===== src/logic/rsmr_map.vh =====
/*
  Register indices, field positions, reset values and mode codes
  of the radio status and miscellaneous register bank.
  Assumes inclusion by the bank module only; definitions only.
*/
`ifndef RSMR_MAP_VH
`define RSMR_MAP_VH

// Register indices, byte address is four times the index
`define RSMR_IDX_IRQ_STATUS_TWO      8'h3f
`define RSMR_IDX_PIN_ROUTING_ONE     8'h40
`define RSMR_IDX_PIN_ROUTING_TWO     8'h41
`define RSMR_IDX_CHIP_REVISION       8'h42
`define RSMR_IDX_FAST_HOP_CONTROL    8'h44
`define RSMR_IDX_REF_CLOCK_SELECT    8'h4b
`define RSMR_IDX_AMP_BOOST_OPTION    8'h4d
`define RSMR_IDX_CAL_TEMPERATURE     8'h5b
`define RSMR_IDX_BITRATE_FRACTION    8'h5d
`define RSMR_IDX_EVENT_STATUS        8'h7c
`define RSMR_IDX_EVENT_MASK          8'h7d

// Flag positions in irq_status_two
`define RSMR_BIT_QUEUE_FULL          7
`define RSMR_BIT_QUEUE_EMPTY         6
`define RSMR_BIT_QUEUE_LEVEL         5
`define RSMR_BIT_QUEUE_OVERRUN       4
`define RSMR_BIT_TX_DONE             3
`define RSMR_BIT_RX_PAYLOAD_DONE     2
`define RSMR_BIT_CHECKSUM_GOOD       1
`define RSMR_BIT_SUPPLY_LOW          0

// Other field positions
`define RSMR_BIT_ROUTING_CHOICE      0
`define RSMR_BIT_QUICK_HOP           7
`define RSMR_BIT_EXT_REFERENCE       4
`define RSMR_BOOST_MAX               3'h7

// Event status bits (interrupt register)
`define RSMR_EV_TX_DONE              0
`define RSMR_EV_PAYLOAD              1
`define RSMR_EV_CHECKSUM             2
`define RSMR_EV_OVERRUN              3
`define RSMR_EV_SUPPLY_LOW           4
`define RSMR_EV_COUNT                5

// Reset values and queue depth
`define RSMR_RST_PIN_ROUTING         8'h00
`define RSMR_RST_FAST_HOP            8'h2d
`define RSMR_RST_REF_CLOCK           8'h09
`define RSMR_RST_AMP_BOOST           8'h84
`define RSMR_RST_CAL_TEMPERATURE     8'h00
`define RSMR_RST_BITRATE_FRACTION    4'h0
`define RSMR_QUEUE_DEPTH             66

// Operating mode codes
`define RSMR_MODE_SLEEP              3'h0
`define RSMR_MODE_STANDBY            3'h1
`define RSMR_MODE_SYNTH_TX           3'h2
`define RSMR_MODE_TX                 3'h3
`define RSMR_MODE_SYNTH_RX           3'h4
`define RSMR_MODE_RX                 3'h5

`endif


===== src/logic/rsmr_regs.v =====
/*
  Status and miscellaneous register bank of a sub-GHz transceiver,
  an APB slave with zero-wait-state answers.
  Assumes the radio core runs on pclk and gives one-cycle strobes;
  the supply comparator output is asynchronous and synchronised here.
*/
// How it works
// - Queue-full flag high exactly while the queue holds 66 bytes.
// - Queue-empty flag high while no byte is queued.
// - Queue-level flag high only when count strictly exceeds the threshold.
// - Overrun flag set outside sleep; writing one flushes queue and all flags but supply-low.
// - Tx-done flag set at packet end in transmit, cleared on leaving transmit.
// - Payload flag set after last byte, checksum needed if checked and autoclear not disabled; clears on empty.
// - Checksum-good flag set on a verified payload; cleared when queue empties.
// - Supply-low flag sticky until software writes one to it.
// - Six two-bit pin routing fields, all resetting to zero.
// - Choice bit routes signal-strength event (0) or preamble event (1).
// - Read-only revision byte: full revision high nibble, metal revision low.
// - Quick hop applies frequency on low-byte write, else on synth mode entry.
// - Reference select bit picks crystal (0) or external clipped sine (1).
// - Boost field resets to 4; value 7 with power 1111 gives +20 dBm.
// - Readable, writable byte holds temperature of the latest calibration.
// - Four-bit rate fraction extends the bit-rate divider in FSK only.
`timescale 1ns/1ps
`include "rsmr_map.vh"

module rsmr_regs #(
  parameter       ADDR_W      = 12,
  parameter       THRESH_W    = 6,
  parameter [7:0] REV_CODE    = 8'h21  // Arbitrary value
) (
  input  wire                pclk,
  input  wire                presetn,
  input  wire                psel,
  input  wire                penable,
  input  wire                pwrite,
  input  wire [ADDR_W-1:0]   paddr,
  input  wire [31:0]         pwdata,
  input  wire [3:0]          pstrb,
  output reg  [31:0]         prdata,
  output reg                 pready,
  output reg                 pslverr,
  input  wire [2:0]          op_mode,
  input  wire                queue_push,
  input  wire                queue_pop,
  input  wire [THRESH_W-1:0] queue_threshold,
  input  wire                tx_packet_end,
  input  wire                rx_last_byte,
  input  wire                rx_checksum_pass,
  input  wire                checksum_enable,
  input  wire                checksum_autoclear_disable,
  input  wire                supply_below_async,
  input  wire                rssi_event,
  input  wire                preamble_found_event,
  input  wire                carrier_freq_low_byte_wr,
  input  wire [3:0]          tx_power_setting,
  input  wire                fsk_mode,
  input  wire                cal_done,
  input  wire [7:0]          live_temperature_reading,
  output reg                 queue_flush,
  output reg  [5:0]          event_pin,
  output reg                 freq_apply,
  output reg                 external_reference_select,
  output reg  [2:0]          amplifier_boost_field,
  output reg                 boost_20dbm_active,
  output reg  [3:0]          rate_divider_fraction,
  output reg                 rate_fraction_active,
  output reg                 irq
);

  localparam [6:0] DEPTH = `RSMR_QUEUE_DEPTH;

  // Byte index of an APB address; low two bits are ignored
  function [7:0] reg_index;
    input [ADDR_W-1:0] a;
    begin
      reg_index = a[9:2];
    end
  endfunction

  // Event source for one routed pin
  function pin_source;
    input [1:0] sel;
    input       done_ev;
    input       level_ev;
    input       routed_ev;
    input       low_ev;
    begin
      case (sel)
        2'h0:    pin_source = done_ev;
        2'h1:    pin_source = level_ev;
        2'h2:    pin_source = routed_ev;
        default: pin_source = low_ev;
      endcase
    end
  endfunction

  reg  [6:0]  count_r;
  reg  [6:0]  count_nxt;
  reg         overrun_r;
  reg         tx_done_r;
  reg         payload_r;
  reg         checksum_r;
  reg         supply_low_r;
  reg         supply_meta_r;
  reg         supply_sync_r;
  reg  [7:0]  routing_one_r;
  reg  [7:0]  routing_two_r;
  reg  [7:0]  fast_hop_r;
  reg  [7:0]  ref_clock_r;
  reg  [7:0]  amp_boost_r;
  reg  [7:0]  cal_temp_r;
  reg  [3:0]  rate_frac_r;
  reg  [2:0]  mode_prev_r;
  reg  [`RSMR_EV_COUNT-1:0] ev_status_r;
  reg  [`RSMR_EV_COUNT-1:0] ev_mask_r;
  reg  [31:0] rdata;
  reg         hit;

  wire [7:0]  idx       = reg_index(paddr);
  wire        wr_go     = psel & penable & pready & pwrite & pstrb[0];
  wire        setup     = psel & ~penable;
  wire        flag_wr   = wr_go & (idx == `RSMR_IDX_IRQ_STATUS_TWO);
  wire        flush_req = flag_wr & pwdata[`RSMR_BIT_QUEUE_OVERRUN];
  wire        in_tx     = (op_mode == `RSMR_MODE_TX);
  wire        in_rx     = (op_mode == `RSMR_MODE_RX);
  wire        full      = (count_r == DEPTH);
  wire        empty     = (count_r == 7'h00);
  wire        level     = (count_r > {1'b0, queue_threshold});
  wire        do_push   = queue_push & ~full;
  wire        do_pop    = queue_pop & ~empty;
  wire        ovr_set   = queue_push & full & (op_mode != `RSMR_MODE_SLEEP);
  wire        tx_set    = tx_packet_end & in_tx;
  wire        crc_need  = checksum_enable & ~checksum_autoclear_disable;
  wire        pay_set   = rx_last_byte & in_rx & (~crc_need | rx_checksum_pass);
  wire        crc_set   = rx_last_byte & in_rx & rx_checksum_pass;
  wire        low_set   = supply_sync_r;
  wire        empty_nxt = (count_nxt == 7'h00);
  wire [7:0]  flags = {full, empty, level, overrun_r, tx_done_r,
                       payload_r, checksum_r, supply_low_r};
  wire        routed_ev = routing_two_r[`RSMR_BIT_ROUTING_CHOICE] ?
                          preamble_found_event : rssi_event;
  wire        done_ev   = in_tx ? tx_done_r : payload_r;
  wire [11:0] routing   = {routing_one_r, routing_two_r[7:4]};
  wire        synth_in  = (op_mode == `RSMR_MODE_SYNTH_TX ||
                           op_mode == `RSMR_MODE_SYNTH_RX) &&
                          (mode_prev_r != op_mode);
  wire [`RSMR_EV_COUNT-1:0] ev_set = {low_set & ~supply_low_r, ovr_set,
                                      crc_set, pay_set, tx_set};

  // Fill count; a flush empties the queue even if a byte arrives with it
  always @* begin
    count_nxt = count_r;
    if (flush_req) begin
      count_nxt = 7'h00;
    end else if (do_push & ~do_pop) begin
      count_nxt = count_r + 7'h01;
    end else if (do_pop & ~do_push) begin
      count_nxt = count_r - 7'h01;
    end
  end

  always @(posedge pclk or negedge presetn) begin
    if (!presetn) begin
      count_r       <= 7'h00;
      overrun_r     <= 1'b0;
      tx_done_r     <= 1'b0;
      payload_r     <= 1'b0;
      checksum_r    <= 1'b0;
      supply_low_r  <= 1'b0;
      supply_meta_r <= 1'b0;
      supply_sync_r <= 1'b0;
      queue_flush   <= 1'b0;
    end else begin
      count_r       <= count_nxt;
      supply_meta_r <= supply_below_async;
      supply_sync_r <= supply_meta_r;
      queue_flush   <= flush_req;
      // Set wins over every clear below
      overrun_r     <= ovr_set | (overrun_r & ~flush_req);
      tx_done_r     <= tx_set | (tx_done_r & in_tx & ~flush_req);
      payload_r     <= pay_set | (payload_r & ~empty_nxt);
      checksum_r    <= crc_set | (checksum_r & ~empty_nxt);
      supply_low_r  <= low_set |
                       (supply_low_r & ~(flag_wr & pwdata[`RSMR_BIT_SUPPLY_LOW]));
    end
  end

  // Software-written registers; reserved fields stored as written, except in rate fraction and event mask
  always @(posedge pclk or negedge presetn) begin
    if (!presetn) begin
      routing_one_r <= `RSMR_RST_PIN_ROUTING;
      routing_two_r <= `RSMR_RST_PIN_ROUTING;
      fast_hop_r    <= `RSMR_RST_FAST_HOP;
      ref_clock_r   <= `RSMR_RST_REF_CLOCK;
      amp_boost_r   <= `RSMR_RST_AMP_BOOST;
      cal_temp_r    <= `RSMR_RST_CAL_TEMPERATURE;
      rate_frac_r   <= `RSMR_RST_BITRATE_FRACTION;
      ev_mask_r     <= {`RSMR_EV_COUNT{1'b0}};
    end else begin
      if (wr_go) begin
        case (idx)
          `RSMR_IDX_PIN_ROUTING_ONE:  routing_one_r <= pwdata[7:0];
          `RSMR_IDX_PIN_ROUTING_TWO:  routing_two_r <= pwdata[7:0];
          `RSMR_IDX_FAST_HOP_CONTROL: fast_hop_r    <= pwdata[7:0];
          `RSMR_IDX_REF_CLOCK_SELECT: ref_clock_r   <= pwdata[7:0];
          `RSMR_IDX_AMP_BOOST_OPTION: amp_boost_r   <= pwdata[7:0];
          `RSMR_IDX_BITRATE_FRACTION: rate_frac_r   <= pwdata[3:0];
          `RSMR_IDX_EVENT_MASK:       ev_mask_r     <= pwdata[`RSMR_EV_COUNT-1:0];
          default: ;
        endcase
      end
      // Calibration capture wins over a simultaneous software write
      if (cal_done) begin
        cal_temp_r <= live_temperature_reading;
      end else if (wr_go && idx == `RSMR_IDX_CAL_TEMPERATURE) begin
        cal_temp_r <= pwdata[7:0];
      end
    end
  end

  // Sticky event status, write one to clear, set wins
  always @(posedge pclk or negedge presetn) begin
    if (!presetn) begin
      ev_status_r <= {`RSMR_EV_COUNT{1'b0}};
      irq         <= 1'b0;
    end else begin
      if (wr_go && idx == `RSMR_IDX_EVENT_STATUS) begin
        ev_status_r <= ev_set | (ev_status_r & ~pwdata[`RSMR_EV_COUNT-1:0]);
      end else begin
        ev_status_r <= ev_set | ev_status_r;
      end
      irq <= |(ev_status_r & ev_mask_r);
    end
  end

  // Routed event pins
  genvar p;
  generate
    for (p = 0; p < 6; p = p + 1) begin : g_pin
      always @(posedge pclk or negedge presetn) begin
        if (!presetn) begin
          event_pin[p] <= 1'b0;
        end else begin
          event_pin[p] <= pin_source(routing[11-2*p -: 2], done_ev, level,
                                     routed_ev, supply_low_r);
        end
      end
    end
  endgenerate

  // Radio controls
  always @(posedge pclk or negedge presetn) begin
    if (!presetn) begin
      mode_prev_r               <= `RSMR_MODE_SLEEP;
      freq_apply                <= 1'b0;
      external_reference_select <= 1'b0;
      amplifier_boost_field     <= 3'h4;
      boost_20dbm_active        <= 1'b0;
      rate_divider_fraction     <= 4'h0;
      rate_fraction_active      <= 1'b0;
    end else begin
      mode_prev_r <= op_mode;
      // Quick hop skips waiting for the next synth mode request
      if (fast_hop_r[`RSMR_BIT_QUICK_HOP]) begin
        freq_apply <= carrier_freq_low_byte_wr;
      end else begin
        freq_apply <= synth_in;
      end
      external_reference_select <= ref_clock_r[`RSMR_BIT_EXT_REFERENCE];
      amplifier_boost_field     <= amp_boost_r[2:0];
      boost_20dbm_active        <= (amp_boost_r[2:0] == `RSMR_BOOST_MAX) &&
                                   (tx_power_setting == 4'hf);
      rate_divider_fraction     <= rate_frac_r;
      rate_fraction_active      <= fsk_mode & (rate_frac_r != 4'h0);
    end
  end

  // Read mux; unmapped indices read zero with an error
  always @* begin
    rdata = 32'h0000_0000;
    hit   = 1'b1;
    case (idx)
      `RSMR_IDX_IRQ_STATUS_TWO:   rdata[7:0] = flags;
      `RSMR_IDX_PIN_ROUTING_ONE:  rdata[7:0] = routing_one_r;
      `RSMR_IDX_PIN_ROUTING_TWO:  rdata[7:0] = routing_two_r;
      `RSMR_IDX_CHIP_REVISION:    rdata[7:0] = REV_CODE;
      `RSMR_IDX_FAST_HOP_CONTROL: rdata[7:0] = fast_hop_r;
      `RSMR_IDX_REF_CLOCK_SELECT: rdata[7:0] = ref_clock_r;
      `RSMR_IDX_AMP_BOOST_OPTION: rdata[7:0] = amp_boost_r;
      `RSMR_IDX_CAL_TEMPERATURE:  rdata[7:0] = cal_temp_r;
      `RSMR_IDX_BITRATE_FRACTION: rdata[3:0] = rate_frac_r;
      `RSMR_IDX_EVENT_STATUS:     rdata[`RSMR_EV_COUNT-1:0] = ev_status_r;
      `RSMR_IDX_EVENT_MASK:       rdata[`RSMR_EV_COUNT-1:0] = ev_mask_r;
      default:                    hit = 1'b0;
    endcase
    if (paddr[ADDR_W-1:10] != {(ADDR_W-10){1'b0}}) begin
      hit = 1'b0;
    end
  end

  // One wait-free access phase; data sampled at setup so flags read then
  always @(posedge pclk or negedge presetn) begin
    if (!presetn) begin
      pready  <= 1'b0;
      pslverr <= 1'b0;
      prdata  <= 32'h0000_0000;
    end else begin
      pready  <= setup;
      pslverr <= setup & ~hit;
      if (setup) begin
        prdata <= (pwrite | ~hit) ? 32'h0000_0000 : rdata;
      end
    end
  end

endmodule


===== config.mk =====
export PLATFORM = sky130hd
export DESIGN_NAME = rsmr_regs
export DESIGN_NICKNAME = d
export VERILOG_FILES = /design/src/logic/rsmr_regs.v
export VERILOG_INCLUDE_DIRS = /design/src /design/src/logic
export SDC_FILE = /design/constraint.sdc
export NUM_CORES = 1
export LEC_CHECK = 0
export ABC_AREA = 1
export BUFFER_PORTS_ARGS = -buffer_cell sky130_fd_sc_hd__buf_2
export CAP_MARGIN = 10
export CORE_MARGIN = 2
export CORE_UTILIZATION = 50
export CTS_CLUSTER_SIZE = 25
export DETAILED_ROUTE_END_ITERATION = 8
export GPL_ROUTABILITY_DRIVEN = 0
export PLACE_DENSITY = 0.76
export SYNTH_ARGS = -nofsm -noshare
export SYNTH_HDL_FRONTEND = slang
export SYNTH_SLANG_ARGS = --single-unit

===== constraint.sdc =====
create_clock -name pclk -period 3.85 [get_ports pclk]
set_input_delay 0.77 -clock pclk [delete_from_list [all_inputs] [get_ports pclk]]
set_output_delay 0.77 -clock pclk [all_outputs]
set_load 0.005 [all_outputs]

==> run summary <==
The count of unresolved DRC violations after routing came out at 0. Of the total synthesized cell area, the portion taken by full adders, half adders and majority gates is 0.0202. STA classifies the critical path startpoint as a flop. The library cells used most frequently in the layout, excluding fill and tap cells, are sky130_fd_sc_hd__nand2_1, sky130_fd_sc_hd__dfrtp_1, sky130_fd_sc_hd__buf_2, sky130_fd_sc_hd__inv_1, sky130_fd_sc_hd__o21ai_0. At the end of the flow, the number of nets in the layout was 884.

The via count of the first global-routing pass is 4707. For the final database, setup skew stands at 0.0119 ns. STA classifies the critical path endpoint as a flop.

The simple-gate share of the synthesized area is 0.262. After clock tree synthesis, the clock-pin slew on the worst setup and hold paths is 0.09 ns. The leakage power of the design is 3.20 nW. The clock network latency to the later pin of the worst-skew pair came out at 0.38 ns. The detailed-placement wirelength estimate came out at 10400 um. The number of slew-limit violations in the final report is 0. The path type of the worst setup path is flop to flop. For hold timing, the worst endpoint is low_set$_DFF_PN0_. The die is 110 um wide. The number of routed nets with antenna violations is 0. The final critical path time including I/O delays and setup is 2.28 ns.

The complex-gate fraction of the synthesized area came out at 0.125. Buffers inserted to repair hold after CTS numbered 0. The final instance area came out at 6240 um^2.

The worst reg-to-reg path cell count came out at 15. The reg2reg setup slack is 1.57 ns. The die area came out at 12000 um^2.

The number of cell rows came out at 38. The tree is rooted in a sky130_fd_sc_hd__clkbuf_8. The share of the yosys chip area belonging to registers is 0.487. For this run, asynchronously set or reset flops after synthesis account for 1.00.

The post-detailed-placement cell area is 6070 um^2. The share of cells above drive strength 1 came out at 0.187. The number of buffers inserted by port buffering is 86. The average detailed-routed wire length per instance is 14.7 um. The aggregate global routing overflow is 0. The area added between synthesis and finish came out at 12.0%. The endpoint identified for the worst register-to-register timing path is payload_r$_DFF_PN0_. The number of diodes added for antenna fixing came out at 0. The count of cell types in the netlist came out at 40. The TritonCTS buffer count came out at 9. The least setup slack across all paths after layout is 1.57 ns. The first-pass iteration count of the detailed router is 7. Setup repair after global routing left no endpoint under its margin. The global-route wire length before repair came out at 22500 um.

The number of H-tree levels is 3. In the synthesized netlist the dominant register cell turns out to be sky130_fd_sc_hd__dfrtp_1. The maximum vdd ir drop is 218 uV. The number of endpoints with negative hold slack in the final report is 0. The total global routing track utilization is 0.243. After synthesis, the largest family of logic cells by area is simple AND/OR/NAND/NOR gates. At the worst endpoint, the required time is 4.12 ns. The detailed-route via count came out at 4969. The total setup buffers inserted after CTS came out at 0. OpenSTA, run right after detailed placement, puts the worst setup slack at 1.44 ns. The y dimension of the die came out at 110 um. Measured against the total synthesized area, the mux share comes to 0.00202.

Of the total synthesized cell area, the portion taken by XOR and XNOR cells is 0.00786. The reported max-cap violation count is 0. The achievable clock frequency came out at 439 MHz. The floorplan step defined a core boundary enclosing 10800 um^2. TritonCTS built the clock tree. The synthesized design contains 0 enable-type register cells. The post-route clock period utilization came out at 0.591. In this run the worst path has a maximum fanout of 8. Once the clock tree was built, the resizer swapped 0 gates to a different size. The worst hold path begins at supply_meta_r$_DFF_PN0_.

The slew at the pin closest to its max-slew limit came out at 0.678 ns. The pin count of the biggest net entering global routing is 55. The hold path depth came out at 0. For this run, the number of Yosys warnings is 0.

The tightest slew margin relative to the limit came out at 0.548. The worst hold slack is 0.359 ns. No sink is reached through more buffers than the 2 on the longest clock path. The netlist area before placement is 5570 um^2.

The total of fill cells in the finished design is 989. In this run the worst hold path is classified as flop to flop. The share of the core filled with cells came out at 0.576. The initial core utilization is 0.514. The number of sinks driven by the clock tree is 108. The count of final setup violators is 0. Synthesis produced 696 cells. Wires add up to 13700 um. The number of vias per cell after detailed routing is 5.33.

The final sum of negative setup slack is 0 ns. Leaving out fill and tap cells, the most frequent cell in the layout is sky130_fd_sc_hd__nand2_1. The total power divided by cell area came out at 378 nW/um^2. A synthesized cell averages 8.01 um^2. The worst register-to-register path begins at count_r[0]$_DFF_PN0_. After the first detailed-routing iteration, the DRC count stood at 341. The post-synthesis register bit count came out at 108. The initial antenna violation count came to 0.

The flow ran to the end, and the final reports show no timing, DRC or antenna violations. The critical path data arrival time came out at 2.55 ns. 140 I/O pins were placed.
-- kinds of logic (layout without fill, tap and decap cells) --
logic type                 Yosys count  in the layout
muxes                                1              1
adders and majority gates            9              9
buffers and inverters              115            189
AOI/OAI and AO/OA                  124            124
xor gates and xnor gates             5              5
other                                1             24
and+or+nand+nor                    333            333
DFF                                108            108
-- through the flow --
| stage | power [mW] | std cells |
|---|---|---|
| after floorplan | 1.59 | 719 |
| after CTS | 2.38 | 933 |
| after global routing | 2.51 | 933 |
| after detailed placement | 1.74 | 917 |
| final | 2.36 | 933 |
| after global placement | 1.72 | 917 |
-- cells in the mapped netlist (all sizes together) (3+ instances only) --
master | count | area share
a21oi | 20 | 0.019
xor2 | 5 | 0.0079
dfstp | 9 | 0.042
nor2 | 45 | 0.035
o21ai | 76 | 0.068
buf | 27 | 0.036
dfrtp | 99 | 0.44
clkbuf | 3 | 0.0020
o22ai | 7 | 0.0079
o311ai | 5 | 0.0079
nand2 | 229 | 0.16
nand4 | 10 | 0.012
o211ai | 8 | 0.011
o221ai | 4 | 0.0063
ha | 9 | 0.020
inv | 83 | 0.056
nor3 | 9 | 0.013
nand3 | 36 | 0.037
-- layer usage --
layer | up-vias | track usage | wire [um]
met1 | 2358 | 0.320 | 5870
met3 | 28 | 0.0391 | 801
met2 | 191 | 0.408 | 6760
met4 | 0 | 0.0850 | 288
li1 | 2392 | - | -
met5 | - | 0 | 0
-- worst max path at each step --
stage	start	endpoint	slack [ns]
4_1_cts	count_r[0]$_DFF_PN0_	payload_r$_DFF_PN0_	1.60
6_report	count_r[0]$_DFF_PN0_	payload_r$_DFF_PN0_	1.57
3_3_place_gp	psel	routing_one_r[5]$_DFFE_PN0P_	1.48
3_5_place_dp	psel	routing_one_r[2]$_DFFE_PN0P_	1.44
2_1_floorplan	queue_threshold[2]	prdata[5]$_DFFE_PN0P_	1.90
5_1_grt	count_r[0]$_DFF_PN0_	payload_r$_DFF_PN0_	1.34
-- power breakdown --
part | internal [mW] | total (mW) | switching, mW | leakage [nW]
Sequential | 1.20 | 1.27 | 0.0760 | 1.36
Clock | 0.239 | 0.638 | 0.399 | 0.0873
Combinational | 0.163 | 0.452 | 0.289 | 1.75
Total | 1.60 | 2.36 | 0.764 | 3.20
-- sequential cells by signal, indices dropped and copies added, names as in the netlist, 3 cells and up --
| name | count |
|---|---|
| routing_two_r | 8 |
| ev_mask_r | 5 |
| amplifier_boost_field | 3 |
| amp_boost_r | 8 |
| fast_hop_r | 8 |
| prdata | 8 |
| rate_frac_r | 4 |
| ref_clock_r | 8 |
| cal_temp_r | 8 |
| rate_divider_fraction | 4 |
| count_r | 7 |
| event_pin | 6 |
| ev_status_r | 5 |
| mode_prev_r | 3 |
| routing_one_r | 8 |
-- final cells by class --
class	count	area, um^2	area share
sequential	108	2710	0.435
multi-input combinational	496	2410	0.387
timing repair buffer	88	448	0.0717
inverter	85	319	0.0511
tap	140	175	0.0281
clock buffer	9	124	0.0198
clock inverter	7	50.0	0.00801
-- worst max-delay path: stages, from the launching register on --
cell	delay [ns]
sky130_fd_sc_hd__dfrtp_1	0.42
sky130_fd_sc_hd__inv_1	0.22
sky130_fd_sc_hd__ha_1	0.29
sky130_fd_sc_hd__inv_1	0.06
sky130_fd_sc_hd__nor2_1	0.11
sky130_fd_sc_hd__nand3_2	0.13
sky130_fd_sc_hd__nand2_2	0.13
sky130_fd_sc_hd__inv_2	0.08
sky130_fd_sc_hd__nor2_4	0.14
sky130_fd_sc_hd__o21ai_0	0.09
sky130_fd_sc_hd__nand3_1	0.10
sky130_fd_sc_hd__nand2_1	0.06
sky130_fd_sc_hd__nor2_1	0.13
sky130_fd_sc_hd__nand2_1	0.09
sky130_fd_sc_hd__nand2_1	0.07
sky130_fd_sc_hd__nand2_1	0.04
Note: power is estimated with default switching activity, not from simulation.
